## config.mk

```make
export PLATFORM = sky130hd
export DESIGN_NAME = adcgc_top
export DESIGN_NICKNAME = d
export VERILOG_FILES = /design/src/core/adcgc_top.v
export VERILOG_INCLUDE_DIRS = /design/src /design/src/core
export SDC_FILE = /design/constraint.sdc
export NUM_CORES = 1
export LEC_CHECK = 0
export BUFFER_PORTS_ARGS = -buffer_cell sky130_fd_sc_hd__buf_2
export CORE_ASPECT_RATIO = 1.1
export CORE_UTILIZATION = 49
export CTS_CLUSTER_SIZE = 20
export DETAILED_ROUTE_END_ITERATION = 7
export PLACE_DENSITY = 0.9
export SLEW_MARGIN = 20
export SYNTH_ARGS = -nofsm -noshare
export SYNTH_HDL_FRONTEND = slang
export SYNTH_SLANG_ARGS = --single-unit
```

## constraint.sdc

```tcl
create_clock -name clk_i -period 3.6 [get_ports clk_i]
set_input_delay 0.18 -clock clk_i [delete_from_list [all_inputs] [get_ports clk_i]]
set_output_delay 0.18 -clock clk_i [all_outputs]
set_load 0.1 [all_outputs]
```

## src/core/adcgc_consts.vh

```
// Purpose: Constants for the record-channel gain control block
// Assumes: Register index = byte address / 4 on the Wishbone bus
// Notes: Definitions only
`ifndef ADCGC_CONSTS_VH
`define ADCGC_CONSTS_VH

// Register indices (byte address is four times the index)
`define ADCGC_IDX_FLAGS 7'h24
`define ADCGC_IDX_PGA_L 7'h3b
`define ADCGC_IDX_PGA_R 7'h3c
`define ADCGC_IDX_STEP 7'h51
`define ADCGC_IDX_TRIM 7'h52
`define ADCGC_IDX_DVOL_L 7'h53
`define ADCGC_IDX_DVOL_R 7'h54
`define ADCGC_IDX_CTRL 7'h55
`define ADCGC_IDX_STAT 7'h56

// Field positions
`define ADCGC_FLAG_L_BIT 7
`define ADCGC_FLAG_R_BIT 3
`define ADCGC_CTRL_PWR_L_BIT 0
`define ADCGC_CTRL_PWR_R_BIT 1
`define ADCGC_CTRL_AGC_L_BIT 4
`define ADCGC_CTRL_AGC_R_BIT 5
`define ADCGC_TRIM_L_LSB 4
`define ADCGC_TRIM_R_LSB 0

// Reset values
`define ADCGC_RST_PGA 7'h00
`define ADCGC_RST_STEP 2'h0
`define ADCGC_RST_TRIM 8'h00
`define ADCGC_RST_DVOL 7'h00
`define ADCGC_RST_CTRL 8'h00

// Soft-step modes
`define ADCGC_STEP_EVERY1 2'h0
`define ADCGC_STEP_EVERY2 2'h1

// Gain limits
`define ADCGC_PGA_MAX_CODE 7'h5f
`define ADCGC_LVL_MUTE 7'h00
`define ADCGC_DVOL_MIN 7'h68
`define ADCGC_DVOL_MAX 7'h28
`define ADCGC_TRIM_MAX 3'h4

`endif

```

## src/core/adcgc_top.v

```verilog
// Purpose: Left/right record gain control: PGA, digital volume, fine trim
// Assumes: Classic Wishbone slave, samples and AGC on clk_i
// Notes: Soft steps advance on sample strobes
// Contract
// - PGA code counts 0.5dB steps from 0dB, top code gives 47.5dB
// - Differential adds 6dB; 20k and 40k inputs lose 6dB and 12dB
// - Left and right PGA codes sit in low seven bits of own registers
// - With AGC active the AGC gain replaces the programmed PGA gain
// - Applied PGA moves one 0.5dB step every one or two samples
// - Shared two-bit field can disable stepping for immediate gain
// - After reset PGA stays muted until software writes a gain or enables AGC
// - Power-down ramps PGA to mute in soft steps before channel off
// - Flag bit 7 left, bit 3 right shows PGA applied equals programmed
// - Volume code is two's complement 0.5dB steps, -12dB to +20dB
// - Left and right digital volume registers are independent
// - Digital volume uses the same soft-step field as the PGA
// - Power-down ramps digital volume to -12dB before channel off
// - Same flag bits also require digital volume to have arrived
// - Per-channel fine trim 0 to -0.4dB in 0.1dB steps
// - Sample path itself has unity gain
//
// Decided for this implementation: register access over Wishbone.
`include "adcgc_consts.vh"
`timescale 1ns/100ps
`default_nettype none

// One channel: soft-stepped PGA level, digital volume, power sequencing
module adcgc_chan (
  input wire clk_i,
  input wire rst_i,
  input wire step_i,
  input wire step_off_i,
  input wire pga_set_i,
  input wire [6:0] pga_code_i,
  input wire agc_en_i,
  input wire [6:0] agc_code_i,
  input wire [6:0] dvol_code_i,
  input wire pwr_req_i,
  output wire [6:0] pga_lvl_o,
  output wire [6:0] dvol_o,
  output wire on_o,
  output wire reached_o
);
  reg [6:0] pga_lvl_r;
  reg [6:0] pga_lvl_nxt;
  reg [6:0] dvol_r;
  reg [6:0] dvol_nxt;
  reg armed_r;
  reg on_r;
  reg on_nxt;
  reg [6:0] pga_src;
  reg [6:0] pga_tgt;
  reg [6:0] dvol_clip;
  reg [6:0] dvol_tgt;
  wire dvol_lt;
  wire dvol_gt;

  // Level 0 is mute, level n+1 is PGA code n
  always @* begin
    pga_src = agc_en_i ? agc_code_i : pga_code_i;
    if (pga_src > `ADCGC_PGA_MAX_CODE) begin
      pga_src = `ADCGC_PGA_MAX_CODE;
    end
    if (!armed_r || !pwr_req_i) begin
      pga_tgt = `ADCGC_LVL_MUTE;
    end else begin
      pga_tgt = pga_src + 7'h01;
    end
  end

  // Volume code clipped into its signed range
  always @* begin
    dvol_clip = dvol_code_i;
    if (dvol_code_i[6] && dvol_code_i < `ADCGC_DVOL_MIN) begin
      dvol_clip = `ADCGC_DVOL_MIN;
    end else if (!dvol_code_i[6] && dvol_code_i > `ADCGC_DVOL_MAX) begin
      dvol_clip = `ADCGC_DVOL_MAX;
    end
    dvol_tgt = pwr_req_i ? dvol_clip : `ADCGC_DVOL_MIN;
  end

  assign dvol_lt = $signed(dvol_r) < $signed(dvol_tgt);
  assign dvol_gt = $signed(dvol_r) > $signed(dvol_tgt);

  always @* begin
    pga_lvl_nxt = pga_lvl_r;
    dvol_nxt = dvol_r;
    if (step_off_i) begin
      pga_lvl_nxt = pga_tgt;
      dvol_nxt = dvol_tgt;
    end else if (step_i) begin
      if (pga_lvl_r < pga_tgt) begin
        pga_lvl_nxt = pga_lvl_r + 7'h01;
      end else if (pga_lvl_r > pga_tgt) begin
        pga_lvl_nxt = pga_lvl_r - 7'h01;
      end
      if (dvol_lt) begin
        dvol_nxt = dvol_r + 7'h01;
      end else if (dvol_gt) begin
        dvol_nxt = dvol_r - 7'h01;
      end
    end
  end

  // Channel shuts only once both stages have ramped down
  always @* begin
    on_nxt = on_r;
    if (pwr_req_i) begin
      on_nxt = 1'b1;
    end else if (pga_lvl_r == `ADCGC_LVL_MUTE && dvol_r == `ADCGC_DVOL_MIN) begin
      on_nxt = 1'b0;
    end
  end

  always @(posedge clk_i) begin
    if (rst_i) begin
      pga_lvl_r <= `ADCGC_LVL_MUTE;
      dvol_r <= `ADCGC_DVOL_MIN;
      armed_r <= 1'b0;
      on_r <= 1'b0;
    end else begin
      pga_lvl_r <= pga_lvl_nxt;
      dvol_r <= dvol_nxt;
      on_r <= on_nxt;
      if (pga_set_i || agc_en_i) begin
        armed_r <= 1'b1;
      end
    end
  end

  assign pga_lvl_o = pga_lvl_r;
  assign dvol_o = dvol_r;
  assign on_o = on_r;
  assign reached_o = (pga_lvl_r == pga_tgt) && (dvol_r == dvol_tgt);
endmodule // adcgc_chan

module adcgc_top (
  input wire clk_i,
  input wire rst_i,
  input wire cyc_i,
  input wire stb_i,
  input wire we_i,
  input wire [8:0] adr_i,
  input wire [3:0] sel_i,
  input wire [31:0] dat_i,
  output wire [31:0] dat_o,
  output wire ack_o,
  input wire sample_valid_i,
  input wire [15:0] sample_l_i,
  input wire [15:0] sample_r_i,
  output wire sample_valid_o,
  output wire [15:0] sample_l_o,
  output wire [15:0] sample_r_o,
  input wire [6:0] agc_gain_l_i,
  input wire [6:0] agc_gain_r_i,
  output wire [6:0] pga_gain_l_o,
  output wire [6:0] pga_gain_r_o,
  output wire pga_mute_l_o,
  output wire pga_mute_r_o,
  output wire [6:0] dvol_l_o,
  output wire [6:0] dvol_r_o,
  output wire [2:0] trim_l_o,
  output wire [2:0] trim_r_o,
  output wire chan_on_l_o,
  output wire chan_on_r_o
);
  reg [6:0] pga_l_r;
  reg [6:0] pga_r_r;
  reg [1:0] step_r;
  reg [7:0] trim_r;
  reg [6:0] dvol_lc_r;
  reg [6:0] dvol_rc_r;
  reg [7:0] ctrl_r;
  reg ack_r;
  reg [31:0] dat_r;
  reg [7:0] rd_nxt;
  reg half_r;
  reg sv_r;
  reg [15:0] sl_r;
  reg [15:0] sr_r;
  reg [2:0] trim_l_nxt;
  reg [2:0] trim_r_nxt;
  wire [6:0] idx;
  wire wr;
  wire step_tick;
  wire step_off;
  wire set_l;
  wire set_r;
  wire [6:0] lvl_l;
  wire [6:0] lvl_r;
  wire [6:0] dv_l;
  wire [6:0] dv_r;
  wire on_l;
  wire on_r;
  wire hit_l;
  wire hit_r;

  assign idx = adr_i[8:2];
  assign wr = cyc_i && stb_i && we_i && sel_i[0] && !ack_r;
  assign set_l = wr && idx == `ADCGC_IDX_PGA_L;
  assign set_r = wr && idx == `ADCGC_IDX_PGA_R;

  // Step pacing from sample strobes
  assign step_off = step_r[1];
  assign step_tick = sample_valid_i && (step_r == `ADCGC_STEP_EVERY1 || half_r);

  always @(posedge clk_i) begin
    if (rst_i) begin
      half_r <= 1'b0;
    end else if (sample_valid_i) begin
      half_r <= !half_r;
    end
  end

  // Register writes; trim fields saturate at the deepest step
  always @* begin
    trim_l_nxt = dat_i[`ADCGC_TRIM_L_LSB+2:`ADCGC_TRIM_L_LSB];
    trim_r_nxt = dat_i[`ADCGC_TRIM_R_LSB+2:`ADCGC_TRIM_R_LSB];
    if (trim_l_nxt > `ADCGC_TRIM_MAX) begin
      trim_l_nxt = `ADCGC_TRIM_MAX;
    end
    if (trim_r_nxt > `ADCGC_TRIM_MAX) begin
      trim_r_nxt = `ADCGC_TRIM_MAX;
    end
  end

  always @(posedge clk_i) begin
    if (rst_i) begin
      pga_l_r <= `ADCGC_RST_PGA;
      pga_r_r <= `ADCGC_RST_PGA;
      step_r <= `ADCGC_RST_STEP;
      trim_r <= `ADCGC_RST_TRIM;
      dvol_lc_r <= `ADCGC_RST_DVOL;
      dvol_rc_r <= `ADCGC_RST_DVOL;
      ctrl_r <= `ADCGC_RST_CTRL;
    end else if (wr) begin
      case (idx)
        `ADCGC_IDX_PGA_L: begin
          pga_l_r <= dat_i[6:0];
        end
        `ADCGC_IDX_PGA_R: begin
          pga_r_r <= dat_i[6:0];
        end
        `ADCGC_IDX_STEP: begin
          step_r <= dat_i[1:0];
        end
        `ADCGC_IDX_TRIM: begin
          trim_r <= {1'b0, trim_l_nxt, 1'b0, trim_r_nxt};
        end
        `ADCGC_IDX_DVOL_L: begin
          dvol_lc_r <= dat_i[6:0];
        end
        `ADCGC_IDX_DVOL_R: begin
          dvol_rc_r <= dat_i[6:0];
        end
        `ADCGC_IDX_CTRL: begin
          ctrl_r <= dat_i[7:0];
        end
        default: begin
          ctrl_r <= ctrl_r;
        end
      endcase
    end
  end

  // Read mux; unmapped indices read zero
  always @* begin
    case (idx)
      `ADCGC_IDX_FLAGS: begin
        rd_nxt = 8'h00;
        rd_nxt[`ADCGC_FLAG_L_BIT] = hit_l;
        rd_nxt[`ADCGC_FLAG_R_BIT] = hit_r;
      end
      `ADCGC_IDX_PGA_L: rd_nxt = {1'b0, pga_l_r};
      `ADCGC_IDX_PGA_R: rd_nxt = {1'b0, pga_r_r};
      `ADCGC_IDX_STEP: rd_nxt = {6'h00, step_r};
      `ADCGC_IDX_TRIM: rd_nxt = trim_r;
      `ADCGC_IDX_DVOL_L: rd_nxt = {1'b0, dvol_lc_r};
      `ADCGC_IDX_DVOL_R: rd_nxt = {1'b0, dvol_rc_r};
      `ADCGC_IDX_CTRL: rd_nxt = ctrl_r;
      `ADCGC_IDX_STAT: rd_nxt = {6'h00, on_r, on_l};
      default: rd_nxt = 8'h00;
    endcase
  end

  // One wait state; ack drops the cycle after it is given
  always @(posedge clk_i) begin
    if (rst_i) begin
      ack_r <= 1'b0;
      dat_r <= 32'h0000_0000;
    end else begin
      ack_r <= cyc_i && stb_i && !ack_r;
      if (cyc_i && stb_i && !ack_r) begin
        dat_r <= {24'h00_0000, rd_nxt};
      end
    end
  end

  adcgc_chan u_left (
    .clk_i(clk_i),
    .rst_i(rst_i),
    .step_i(step_tick),
    .step_off_i(step_off),
    .pga_set_i(set_l),
    .pga_code_i(pga_l_r),
    .agc_en_i(ctrl_r[`ADCGC_CTRL_AGC_L_BIT]),
    .agc_code_i(agc_gain_l_i),
    .dvol_code_i(dvol_lc_r),
    .pwr_req_i(ctrl_r[`ADCGC_CTRL_PWR_L_BIT]),
    .pga_lvl_o(lvl_l),
    .dvol_o(dv_l),
    .on_o(on_l),
    .reached_o(hit_l)
  );

  adcgc_chan u_right (
    .clk_i(clk_i),
    .rst_i(rst_i),
    .step_i(step_tick),
    .step_off_i(step_off),
    .pga_set_i(set_r),
    .pga_code_i(pga_r_r),
    .agc_en_i(ctrl_r[`ADCGC_CTRL_AGC_R_BIT]),
    .agc_code_i(agc_gain_r_i),
    .dvol_code_i(dvol_rc_r),
    .pwr_req_i(ctrl_r[`ADCGC_CTRL_PWR_R_BIT]),
    .pga_lvl_o(lvl_r),
    .dvol_o(dv_r),
    .on_o(on_r),
    .reached_o(hit_r)
  );

  // Unity sample path; silent while a channel is off
  always @(posedge clk_i) begin
    if (rst_i) begin
      sv_r <= 1'b0;
      sl_r <= 16'h0000;
      sr_r <= 16'h0000;
    end else begin
      sv_r <= sample_valid_i;
      if (sample_valid_i) begin
        sl_r <= on_l ? sample_l_i : 16'h0000;
        sr_r <= on_r ? sample_r_i : 16'h0000;
      end
    end
  end

  // Analog stage applies the code; input configuration adds its offset there
  assign pga_gain_l_o = (lvl_l == `ADCGC_LVL_MUTE) ? 7'h00 : lvl_l - 7'h01;
  assign pga_gain_r_o = (lvl_r == `ADCGC_LVL_MUTE) ? 7'h00 : lvl_r - 7'h01;
  assign pga_mute_l_o = (lvl_l == `ADCGC_LVL_MUTE);
  assign pga_mute_r_o = (lvl_r == `ADCGC_LVL_MUTE);
  assign dvol_l_o = dv_l;
  assign dvol_r_o = dv_r;
  assign trim_l_o = trim_r[`ADCGC_TRIM_L_LSB+2:`ADCGC_TRIM_L_LSB];
  assign trim_r_o = trim_r[`ADCGC_TRIM_R_LSB+2:`ADCGC_TRIM_R_LSB];
  assign chan_on_l_o = on_l;
  assign chan_on_r_o = on_r;
  assign sample_valid_o = sv_r;
  assign sample_l_o = sl_r;
  assign sample_r_o = sr_r;
  assign dat_o = dat_r;
  assign ack_o = ack_r;
endmodule // adcgc_top

`default_nettype wire

```

==> impl_metrics.env, run 1 <==
export IMPL_layout_min_cycle_time_ns=3.517
export IMPL_cts_sinks=119
export IMPL_finalWirelength_mm=25.20
export IMPL_crit_fanout=4
export IMPL_cellPowerDensity_nw_per_um2=924.5
export IMPL_start_util_pct=50.43
export IMPL_syn_avg_cell_area_um2=7.948
export IMPL_holdPathEnd="sample_r_o[11]"
export IMPL_fin_crit_sh_pct=97.69
export IMPL_synth_seq_area_share_pct=31.25
export IMPL_outcome="finished clean"
export IMPL_fin_util_pct=62.27
export IMPL_cts_tree="yes"
export IMPL_coreArea_um2=15110
export IMPL_use_met2_pct=47.46
export IMPL_drv_slew=0
export IMPL_worstMarginPinSlew_ns=0.9538
export IMPL_design_die_area_um2=16060
export IMPL_areaGrowthSynthToFinish_pct=23.46
export IMPL_cp_start_kind="flip-flop"
export IMPL_grt_pass1_vias=7822
export IMPL_fp_dieW_um=120.9
export IMPL_power_mw=8.700
export IMPL_cts_buffers=17
export IMPL_synth_flop_cell="dfxtp_1"
export IMPL_synth_top_area_share_pct=31.25
export IMPL_ir_drop_v=0.0005409
export IMPL_clockBufferDepth=2
export IMPL_grt_use_met3_pct=7.931
export IMPL_drive_gt1_share_pct=21.42
export IMPL_finClkSkew_ns=0.009407
export IMPL_io_buffers=147
export IMPL_layout_setup_ws_ns=0.08298
export IMPL_drc=0
export IMPL_synth_commonest_cells="119 x dfxtp_1, 100 x nor2_1, 89 x a21oi_1"
export IMPL_grt_util_met1_pct=36.40
export IMPL_h_tree_depth=4
export IMPL_busiest_layer="met2"
export IMPL_ant_nets=0
export IMPL_netlist_instances=959
export IMPL_num_vias=8251
export IMPL_crit_arrival_ns=3.88
export IMPL_r2r_start="dvol_lc_r[0]"
export IMPL_setup_viol=0
export IMPL_hold_path_class="input pin to flip-flop"
export IMPL_synth_seq_cells=119
export IMPL_synth_warnings=0
export IMPL_synth_distinct_cells=66
export IMPL_maxCapViolCount=0
export IMPL_clock_fmax_mhz=284.3
export IMPL_wire_per_inst_um=18.98
export IMPL_gr_total_overflow=0
export IMPL_max_slew_margin_pct=36.18
export IMPL_dp_hpwl_mm=16.44
export IMPL_final_hold_viol_count=0
export IMPL_timing_rr_end="u_left.dvol_o[6]"
export IMPL_synth_area_top_cells="dfxtp_1 31%, mux2i_1 6.7%, ha_1 6.2%"
export IMPL_cp_end_kind="flip-flop"
export IMPL_fin_nets=1252
export IMPL_die_h_um=132.8
export IMPL_dr_pass1_iters=6
export IMPL_rows=47
export IMPL_cp_startpoint="dvol_lc_r[0]"
export IMPL_num_io_pins=201
export IMPL_syn_area_um2=7622
export IMPL_clkTransAtPathRegs_ns=0.06
export IMPL_synth_most_common_cell="dfxtp_1"
export IMPL_grt_pass1_wl_mm=39.16
export IMPL_clk_latency_ns=0.43
export IMPL_root_buffer="clkbuf_16"
export IMPL_place_gp_congestion=0.9598
export IMPL_r2r_setup_slack_ns=0.08
export IMPL_crit_type="flip-flop to flip-flop"
export IMPL_rsz0062_at_grt="yes"
export IMPL_hold_path_depth=3
export IMPL_p_leak_nw=3.999
export IMPL_hold_start="sample_r_i[11]"
export IMPL_grt_max_degree=66
export IMPL_drtIter0Drc=756
export IMPL_antenna_found_initial=2
export IMPL_grt_usage_pct=30.85
export IMPL_r2r_cells=17
export IMPL_yosys_area_top_type="dfxtp_1"
export IMPL_cp_required_ns=3.96
export IMPL_viasPerCell=6.213
export IMPL_async_flop_share_pct=0
export IMPL_synth_edf_count=0
export IMPL_post_place_ws_ns=-0.06694
-- flip-flops by register name (all words and copies together), names as in the netlist, 2 cells and up --
signal	count
u_right.dvol_o	7
u_left.dvol_o	7
sample_r_o	16
u_left.pga_lvl_o	7
sample_l_o	16
ctrl_r	8
dvol_rc_r	7
pga_r_r	7
dvol_lc_r	7
pga_l_r	7
dat_o	8
u_right.pga_lvl_o	7
step_r	2
trim_r	6
-- power by group --
part           switching (mW)  internal, mW
sequential              0.263          1.44
clock                   0.668          1.09
combinational            3.83          1.41
total                    4.76          3.94
-- how the worst max path moves through the flow --
stage                                to  slack [ns]  cells past startpoint
CTS                    u_left.dvol_o[6]        0.02                     16
global route           u_left.dvol_o[6]       -0.12                     17
finish                 u_left.dvol_o[6]        0.08                     17
floorplan           u_left.pga_lvl_o[3]        0.07                     14
global placement       u_left.dvol_o[6]        0.11                     16
detailed placement     u_left.dvol_o[6]       -0.07                     16
-- cell usage in the layout (no fill, tap or decap), drive strengths merged, types with 8 or more instances in the layout --
cell,netlist,final
buf,35,172
xnor2,19,19
and3,17,17
and2,11,11
nand3,39,39
nand4,17,17
nor2,100,100
ha,38,38
o22ai,8,8
dlygate4sd3,0,25
conb,1,24
o221ai,13,13
nor2b,44,44
o21ai,42,42
clkbuf,46,17
a22o,10,10
inv,19,21
nand3b,10,10
dfxtp,119,119
mux2i,51,51
nand2,88,88
nor3,25,25
a21oi,91,91
a22oi,15,15
-- layout make-up --
class	count	area, µm²
Timing Repair Buffer	197	1176
Fill cell	1156	5703
Tap cell	196	245.2
Inverter	19	71.32
Clock inverter	15	177.7
Antenna cell	2	5.005
Clock buffer	17	425.4
Multi-Input combinational cell	763	4926
Sequential cell	119	2384
-- worst max-delay path, cell delays in order (launching register included) --
cell and delay [ns]:
dfxtp_1 0.33, o31a_1 0.30, o21a_1 0.18, o21ai_2 0.12, and2_4 0.16, nand2_1 0.09
ha_4 0.29, nand3b_1 0.12, a21o_1 0.20, a31oi_2 0.22, xor2_1 0.20, ha_2 0.24
buf_4 0.13, nand2_1 0.08, nor2_1 0.16, mux2i_1 0.11, or3_1 0.35, a32oi_1 0.18
-- cells by family after synthesis --
family | count (synthesis) | share of synthesized area [%]
AND/OR/NAND/NOR | 388 | 26.03
AO/OA/AOI/OAI | 232 | 19.88
flip-flops | 119 | 31.25
buffers and inverters | 100 | 6.205
multiplexers | 57 | 7.584
adder cells (fa/ha/maj) | 38 | 6.238
XOR/XNOR | 24 | 2.758
other | 1 | 0.04920
-- what timing repair did --
item / CTS / global route
pin swaps: 0 / 1
endpoints found under the hold margin: 25 / 0
buffers inserted: 0 / 2
setup endpoints to repair: 1 / 17
resized for setup: 1 / 14
cloned: 0 / 0
hold buffers: 25 / 0
-- through the flow --
| step | setup TNS, ns | cells | instance area, µm² | hold slack, ns |
|---|---|---|---|---|
| 6_report | 0 | 1328 | 9410 | 0.006486 |
| 3_5_place_dp | -0.06694 | 1267 | 8469 | 0.4154 |
| 4_1_cts | 0 | 1324 | 9329 | 0.004065 |
| 2_1_floorplan | 0 | 982 | 7715 | 0.3160 |
| 5_1_grt | -0.1200 | 1328 | 9410 | 0.05541 |
| 3_3_place_gp | 0 | 1267 | 8469 | 0.4029 |
-- per-layer routing --
| metal | vias up | wire length, µm |
|---|---|---|
| met5 | - | 0 |
| met4 | 0 | 1778 |
| met2 | 569 | 11420 |
| met3 | 164 | 2452 |
| met1 | 3783 | 9548 |
| li1 | 3735 | - |
Note: power is estimated with default switching activity, not from simulation.
==> run 2: changes to the inputs <==
- CORE_UTILIZATION: 49 -> 54
- PLACE_DENSITY: 0.9 -> 0.93
- clock period: 3.6 -> 4 ns (I/O delays scaled with it)
==> impl_metrics.env, run 2 (synthesis results as in run 1) <==
export IMPL_cellPowerDensity_nw_per_um2=841.4
export IMPL_maxCapViolCount=0
export IMPL_root_buffer="clkbuf_16"
export IMPL_drv_slew=0
export IMPL_max_slew_margin_pct=27.76
export IMPL_post_cts_setup_buffers=0
export IMPL_io_buffers=147
export IMPL_place_gp_congestion=0.9203
export IMPL_wire_per_inst_um=17.71
export IMPL_finalWirelength_mm=22.80
export IMPL_grt_usage_pct=31.69
export IMPL_finClkSkew_ns=0.006117
export IMPL_rows=45
export IMPL_cts_tree="yes"
export IMPL_ant_nets=0
export IMPL_fin_nets=1221
export IMPL_num_io_pins=201
export IMPL_clock_fmax_mhz=262.8
export IMPL_final_hold_viol_count=0
export IMPL_drc=0
export IMPL_clk_latency_ns=0.43
export IMPL_viasPerCell=6.176
export IMPL_h_tree_depth=4
export IMPL_areaGrowthSynthToFinish_pct=18.50
export IMPL_fp_dieW_um=115.3
export IMPL_cp_required_ns=4.35
export IMPL_cts_buffers=17
export IMPL_crit_type="flip-flop to flip-flop"
export IMPL_final_common_cell="buf_2"
export IMPL_ir_drop_v=0.0004239
export IMPL_cp_end_kind="flip-flop"
export IMPL_whs_ns=0.0004531
export IMPL_layout_min_cycle_time_ns=3.805
export IMPL_antenna_found_initial=0
export IMPL_coreArea_um2=13790
export IMPL_gr_total_overflow=0
export IMPL_fin_crit_sh_pct=95.12
export IMPL_power_mw=7.600
export IMPL_clkTransAtPathRegs_ns=0.06
export IMPL_design_die_area_um2=14600
export IMPL_dr_pass1_iters=6
export IMPL_num_vias=7948
export IMPL_setup_viol=0
export IMPL_grt_max_degree=102
export IMPL_start_util_pct=55.26
export IMPL_worstMarginPinSlew_ns=1.084
export IMPL_drtIter0Drc=768
export IMPL_outcome="finished clean"
export IMPL_drive_gt1_share_pct=20.29
export IMPL_antenna_cells=0
export IMPL_grt_pass1_vias=7486
export IMPL_p_leak_nw=3.845
export IMPL_crit_arrival_ns=4.15
export IMPL_cp_start_kind="flip-flop"
export IMPL_hold_path_class="input pin to flip-flop"
export IMPL_clockBufferDepth=2
export IMPL_cts_sinks=119
export IMPL_final_cell_mix="146 x buf_2, 118 x dfxtp_1, 100 x nor2_1"
export IMPL_dp_hpwl_mm=15.79
export IMPL_grt_pass1_wl_mm=36.53
export IMPL_crit_fanout=5
export IMPL_die_h_um=126.6
## run 2: cell count changes in the layout (fill, tap and decap cells not counted), sizes merged
| cell | change |
|---|---|
| buf | -9 |
| clkbuf | +3 |
| clkinv | +1 |
| diode | -2 |
| clkinvlp | -2 |
| dlygate4sd3 | -22 |
| bufinv | -2 |
## run 2: final cells by class
type | instances | area [µm²]
Inverter | 19 | 71.32
Tap cell | 188 | 235.2
Clock inverter | 12 | 118.9
Multi-Input combinational cell | 763 | 4868
Fill cell | 1122 | 4762
Timing Repair Buffer | 166 | 888.4
Clock buffer | 20 | 466.7
Sequential cell | 119 | 2384
## run 2: report_power, final
part,switching (mW),total (mW),internal (mW)
registers,0.223,1.52,1.30
logic,3.39,4.57,1.18
clock network,0.594,1.50,0.909
## run 2: worst max-delay path, cell delays in order, from the launching register on
cell and delay, ns:
dfxtp_1 0.34, o31a_1 0.28, o21a_1 0.16, o21ai_0 0.17, and2_1 0.19, nand2_1 0.08, ha_1 0.31, a21oi_1 0.25
a21o_1 0.21, a31oi_4 0.15, xor2_1 0.18, ha_1 0.26, nor4_2 0.21, nor3b_1 0.24, mux2i_1 0.12, or3_1 0.37
a32oi_1 0.21
## run 2: stage by stage
step | instance area [µm²] | util, % | setup TNS (ns) | cells | worst slack (ns)
after global placement | 8401 | 60.90 | 0 | 1252 | 0.3297
after CTS | 9016 | 65.36 | 0 | 1287 | 0.1438
final | 9032 | 65.48 | 0 | 1287 | 0.1953
after detailed placement | 8401 | 60.90 | 0 | 1252 | 0.1824
after floorplan | 7709 | - | 0 | 982 | 0.3879
after global routing | 9032 | 65.48 | -0.01836 | 1287 | -0.01836
## run 2: timing repair
item / 4_1_cts / 5_1_grt
hold endpoints to repair: 3 / 0
setup endpoints to repair: 0 / 3
hold buffers: 3 / 0
gates resized for setup: 0 / 3
## run 2: worst paths after layout
kind | end | cells past startpoint | startpoint | slack, ns
min | sample_l_o[13] | 3 | sample_l_i[13] | 0.0005
min reg2reg | u_left.armed_r | 2 | u_left.armed_r | 0.48
max | u_left.dvol_o[6] | 16 | dvol_lc_r[1] | 0.20
max reg2reg | u_left.dvol_o[6] | 16 | dvol_lc_r[1] | 0.20
## run 2: per-layer routing
metal,share of wire [%],vias up,track usage (%),wire (µm)
met4,5.1,0,18.49,1156
met1,40,3693,38.98,9074
met5,0,-,0,0
li1,-,3671,-,-
met2,46,473,50.78,10560
met3,8.8,111,6.880,2003
==> run 3: changes to the inputs <==
- CORE_UTILIZATION: 54 -> 36
- PLACE_DENSITY: 0.93 -> 0.72
- clock period: 4 -> 3.1 ns (I/O delays scaled with it)
==> impl_metrics.env, run 3 (synthesis results as in run 1) <==
export IMPL_p_switching_mw=5.745
export IMPL_timing_rr_end="u_left.dvol_o[6]"
export IMPL_worstPathCellList="o31a_1 > o21a_1 > o21ai_2 > and2_4 > nand2_4 > ha_4 > a21oi_4 > a21o_1 > a31oi_4 > xor2_1 > ha_2 > nor4_4 > nor3b_2 > mux2i_1 > or3_1 > a32oi_1"
export IMPL_coreArea_um2=20640
export IMPL_drc=0
export IMPL_viasPerCell=5.663
export IMPL_drtIter0Drc=717
export IMPL_areaGrowthSynthToFinish_pct=36.26
export IMPL_design_die_area_um2=21760
export IMPL_cts_sinks=119
export IMPL_fin_setup_tns_ns=-0.5663
export IMPL_layout_min_cycle_time_ns=3.319
export IMPL_rsz0062_at_grt="yes"
export IMPL_place_gp_congestion=0.8964
export IMPL_final_common_cell="buf_2"
export IMPL_clkTransAtPathRegs_ns=0.06
export IMPL_wire_per_inst_um=17.56
export IMPL_fin_util_pct=50.31
export IMPL_cellPowerDensity_nw_per_um2=1037
export IMPL_p_leak_nw=4.392
export IMPL_power_share_clock_pct=19.1
export IMPL_die_h_um=154.6
export IMPL_root_buffer="clkbuf_16"
export IMPL_r2r_setup_slack_ns=-0.22
export IMPL_crit_fanout=3
export IMPL_grt_pass1_wl_mm=38.99
export IMPL_cp_start_kind="flip-flop"
export IMPL_power_frac_seq_pct=18.7
export IMPL_drive_gt1_share_pct=30.41
export IMPL_final_hold_viol_count=0
export IMPL_dr_pass1_iters=6
export IMPL_fp_dieW_um=140.7
export IMPL_crit_type="flip-flop to flip-flop"
export IMPL_p_int_mw=5.023
export IMPL_swShare_pct=53.35
export IMPL_dp_hpwl_mm=17.21
export IMPL_drv_slew=0
export IMPL_fin_nets=1306
export IMPL_grt_pass1_vias=7491
export IMPL_fin_crit_sh_pct=107.1
export IMPL_h_tree_depth=4
export IMPL_layout_setup_ws_ns=-0.2187
export IMPL_critPathSlowestCell="or3_1"
export IMPL_nFillCells=1879
export IMPL_worstMarginPinSlew_ns=1.001
export IMPL_multi_input_area_um2=5343
export IMPL_num_io_pins=201
export IMPL_grt_max_degree=59
export IMPL_outcome="finished with violations"
export IMPL_hold_path_class="input pin to flip-flop"
export IMPL_cpPeakStageDelay_ns=0.36
export IMPL_ir_drop_v=0.0004241
export IMPL_gr_total_overflow=0
export IMPL_cp_end_kind="flip-flop"
export IMPL_cp_required_ns=3.45
export IMPL_rows=55
export IMPL_setup_viol=7
export IMPL_violations="setup timing"
export IMPL_hold_path_depth=3
export IMPL_ant_nets=0
export IMPL_finClkSkew_ns=0.01128
export IMPL_maxCapViolCount=0
export IMPL_clock_fmax_mhz=301.3
export IMPL_cts_tree="yes"
export IMPL_r2r_start="dvol_lc_r[0]"
export IMPL_finalWirelength_mm=25.36
export IMPL_io_buffers=147
export IMPL_clk_latency_ns=0.43
export IMPL_cts_buffers=17
export IMPL_crit_arrival_ns=3.67
export IMPL_final_cell_mix="147 x buf_2, 104 x dfxtp_1, 97 x nor2_1"
export IMPL_regArea_um2=2406
export IMPL_hold_start="sample_r_i[14]"
export IMPL_antenna_found_initial=3
export IMPL_clockBufferDepth=2
export IMPL_num_vias=8178
export IMPL_max_slew_margin_pct=33.03
export IMPL_r2r_cells=16
export IMPL_grt_usage_pct=22.47
export IMPL_p_comb_share_pct=62.2
export IMPL_power_mw=10.77
export IMPL_start_util_pct=36.92
export IMPL_holdPathEnd="sample_r_o[14]"
## run 3: changes by cell type in the layout (fill, tap and decap cells not counted), moves of 7 or more
cell	before	now
mux2i_1	51	44
o21ai_0	42	34
ha_4	0	9
nand2_1	88	76
dfxtp_2	1	13
a21oi_1	89	81
buf_4	17	68
a21oi_2	2	9
dlygate4sd3_1	3	32
nand2_2	0	8
ha_1	38	27
dfxtp_1	118	104
## run 3: critical path, delay by kind of cell (launching register included)
| family | cells | cell delay, ns |
|---|---|---|
| adders and majority gates | 2 | 0.48 |
| AOI/OAI and AO/OA | 7 | 1.25 |
| DFF | 1 | 0.31 |
| xor gates and xnor gates | 1 | 0.15 |
| muxes | 1 | 0.10 |
| and+or+nand+nor | 5 | 0.96 |
## run 3: layout make-up
| cell class | instances | share of cell area [%] |
|---|---|---|
| inverter | 19 | 0.6867 |
| sequential | 119 | 23.17 |
| clock buffer | 18 | 4.228 |
| timing repair buffer | 251 | 15.60 |
| tap | 256 | 3.084 |
| multi-input combinational | 763 | 51.44 |
| antenna | 4 | 0.09637 |
| clock inverter | 14 | 1.699 |
## run 3: per-stage QoR
step           worst slack [ns]  cells  area (µm²)  hold WS, ns
6_report                -0.2187   1444       10390     0.007428
5_1_grt                 -0.4280   1443       10380      0.04433
4_1_cts                 -0.1711   1434       10010     0.002649
3_5_place_dp            -0.2445   1361        8910       0.3861
3_3_place_gp            -0.1526   1361        8910       0.3782
2_1_floorplan           -0.1945    982        7828       0.2835
## run 3: worst max path at each step
stage	start	to	slack (ns)	cells after the start
after floorplan	dvol_lc_r[0]	u_left.dvol_o[6]	-0.19	16
after global placement	dvol_lc_r[0]	u_left.dvol_o[6]	-0.15	16
after detailed placement	dvol_lc_r[0]	u_left.dvol_o[6]	-0.24	16
after global routing	dvol_lc_r[0]	u_left.dvol_o[6]	-0.43	16
after CTS	dvol_lc_r[0]	u_left.dvol_o[6]	-0.17	16
final	dvol_lc_r[0]	u_left.dvol_o[6]	-0.22	16
## run 3: what timing repair did
item                       4_1_cts  5_1_grt
hold endpoints to repair        32        0
gates resized for setup         24       70
setup buffers                    9        8
pin swaps                       12       28
hold buffers                    32        0
setup endpoints to repair       13       24
## run 3: power by group through the flow
stage,Clock (mW),Sequential [mW],Combinational (mW)
detailed placement,0,2.01,6.04
CTS,2.05,1.99,6.24
finish,2.06,2.01,6.70
global placement,0,2.01,5.96
global route,2.13,2.05,7.10
floorplan,0,2.32,4.55
## run 3: metal layers
layer  track usage [%]  part of all wire (%)
met2             37.34                    48
met1             27.92                    42
met3             4.706                   6.6
met4             9.990                   3.5
met5                 0                     0
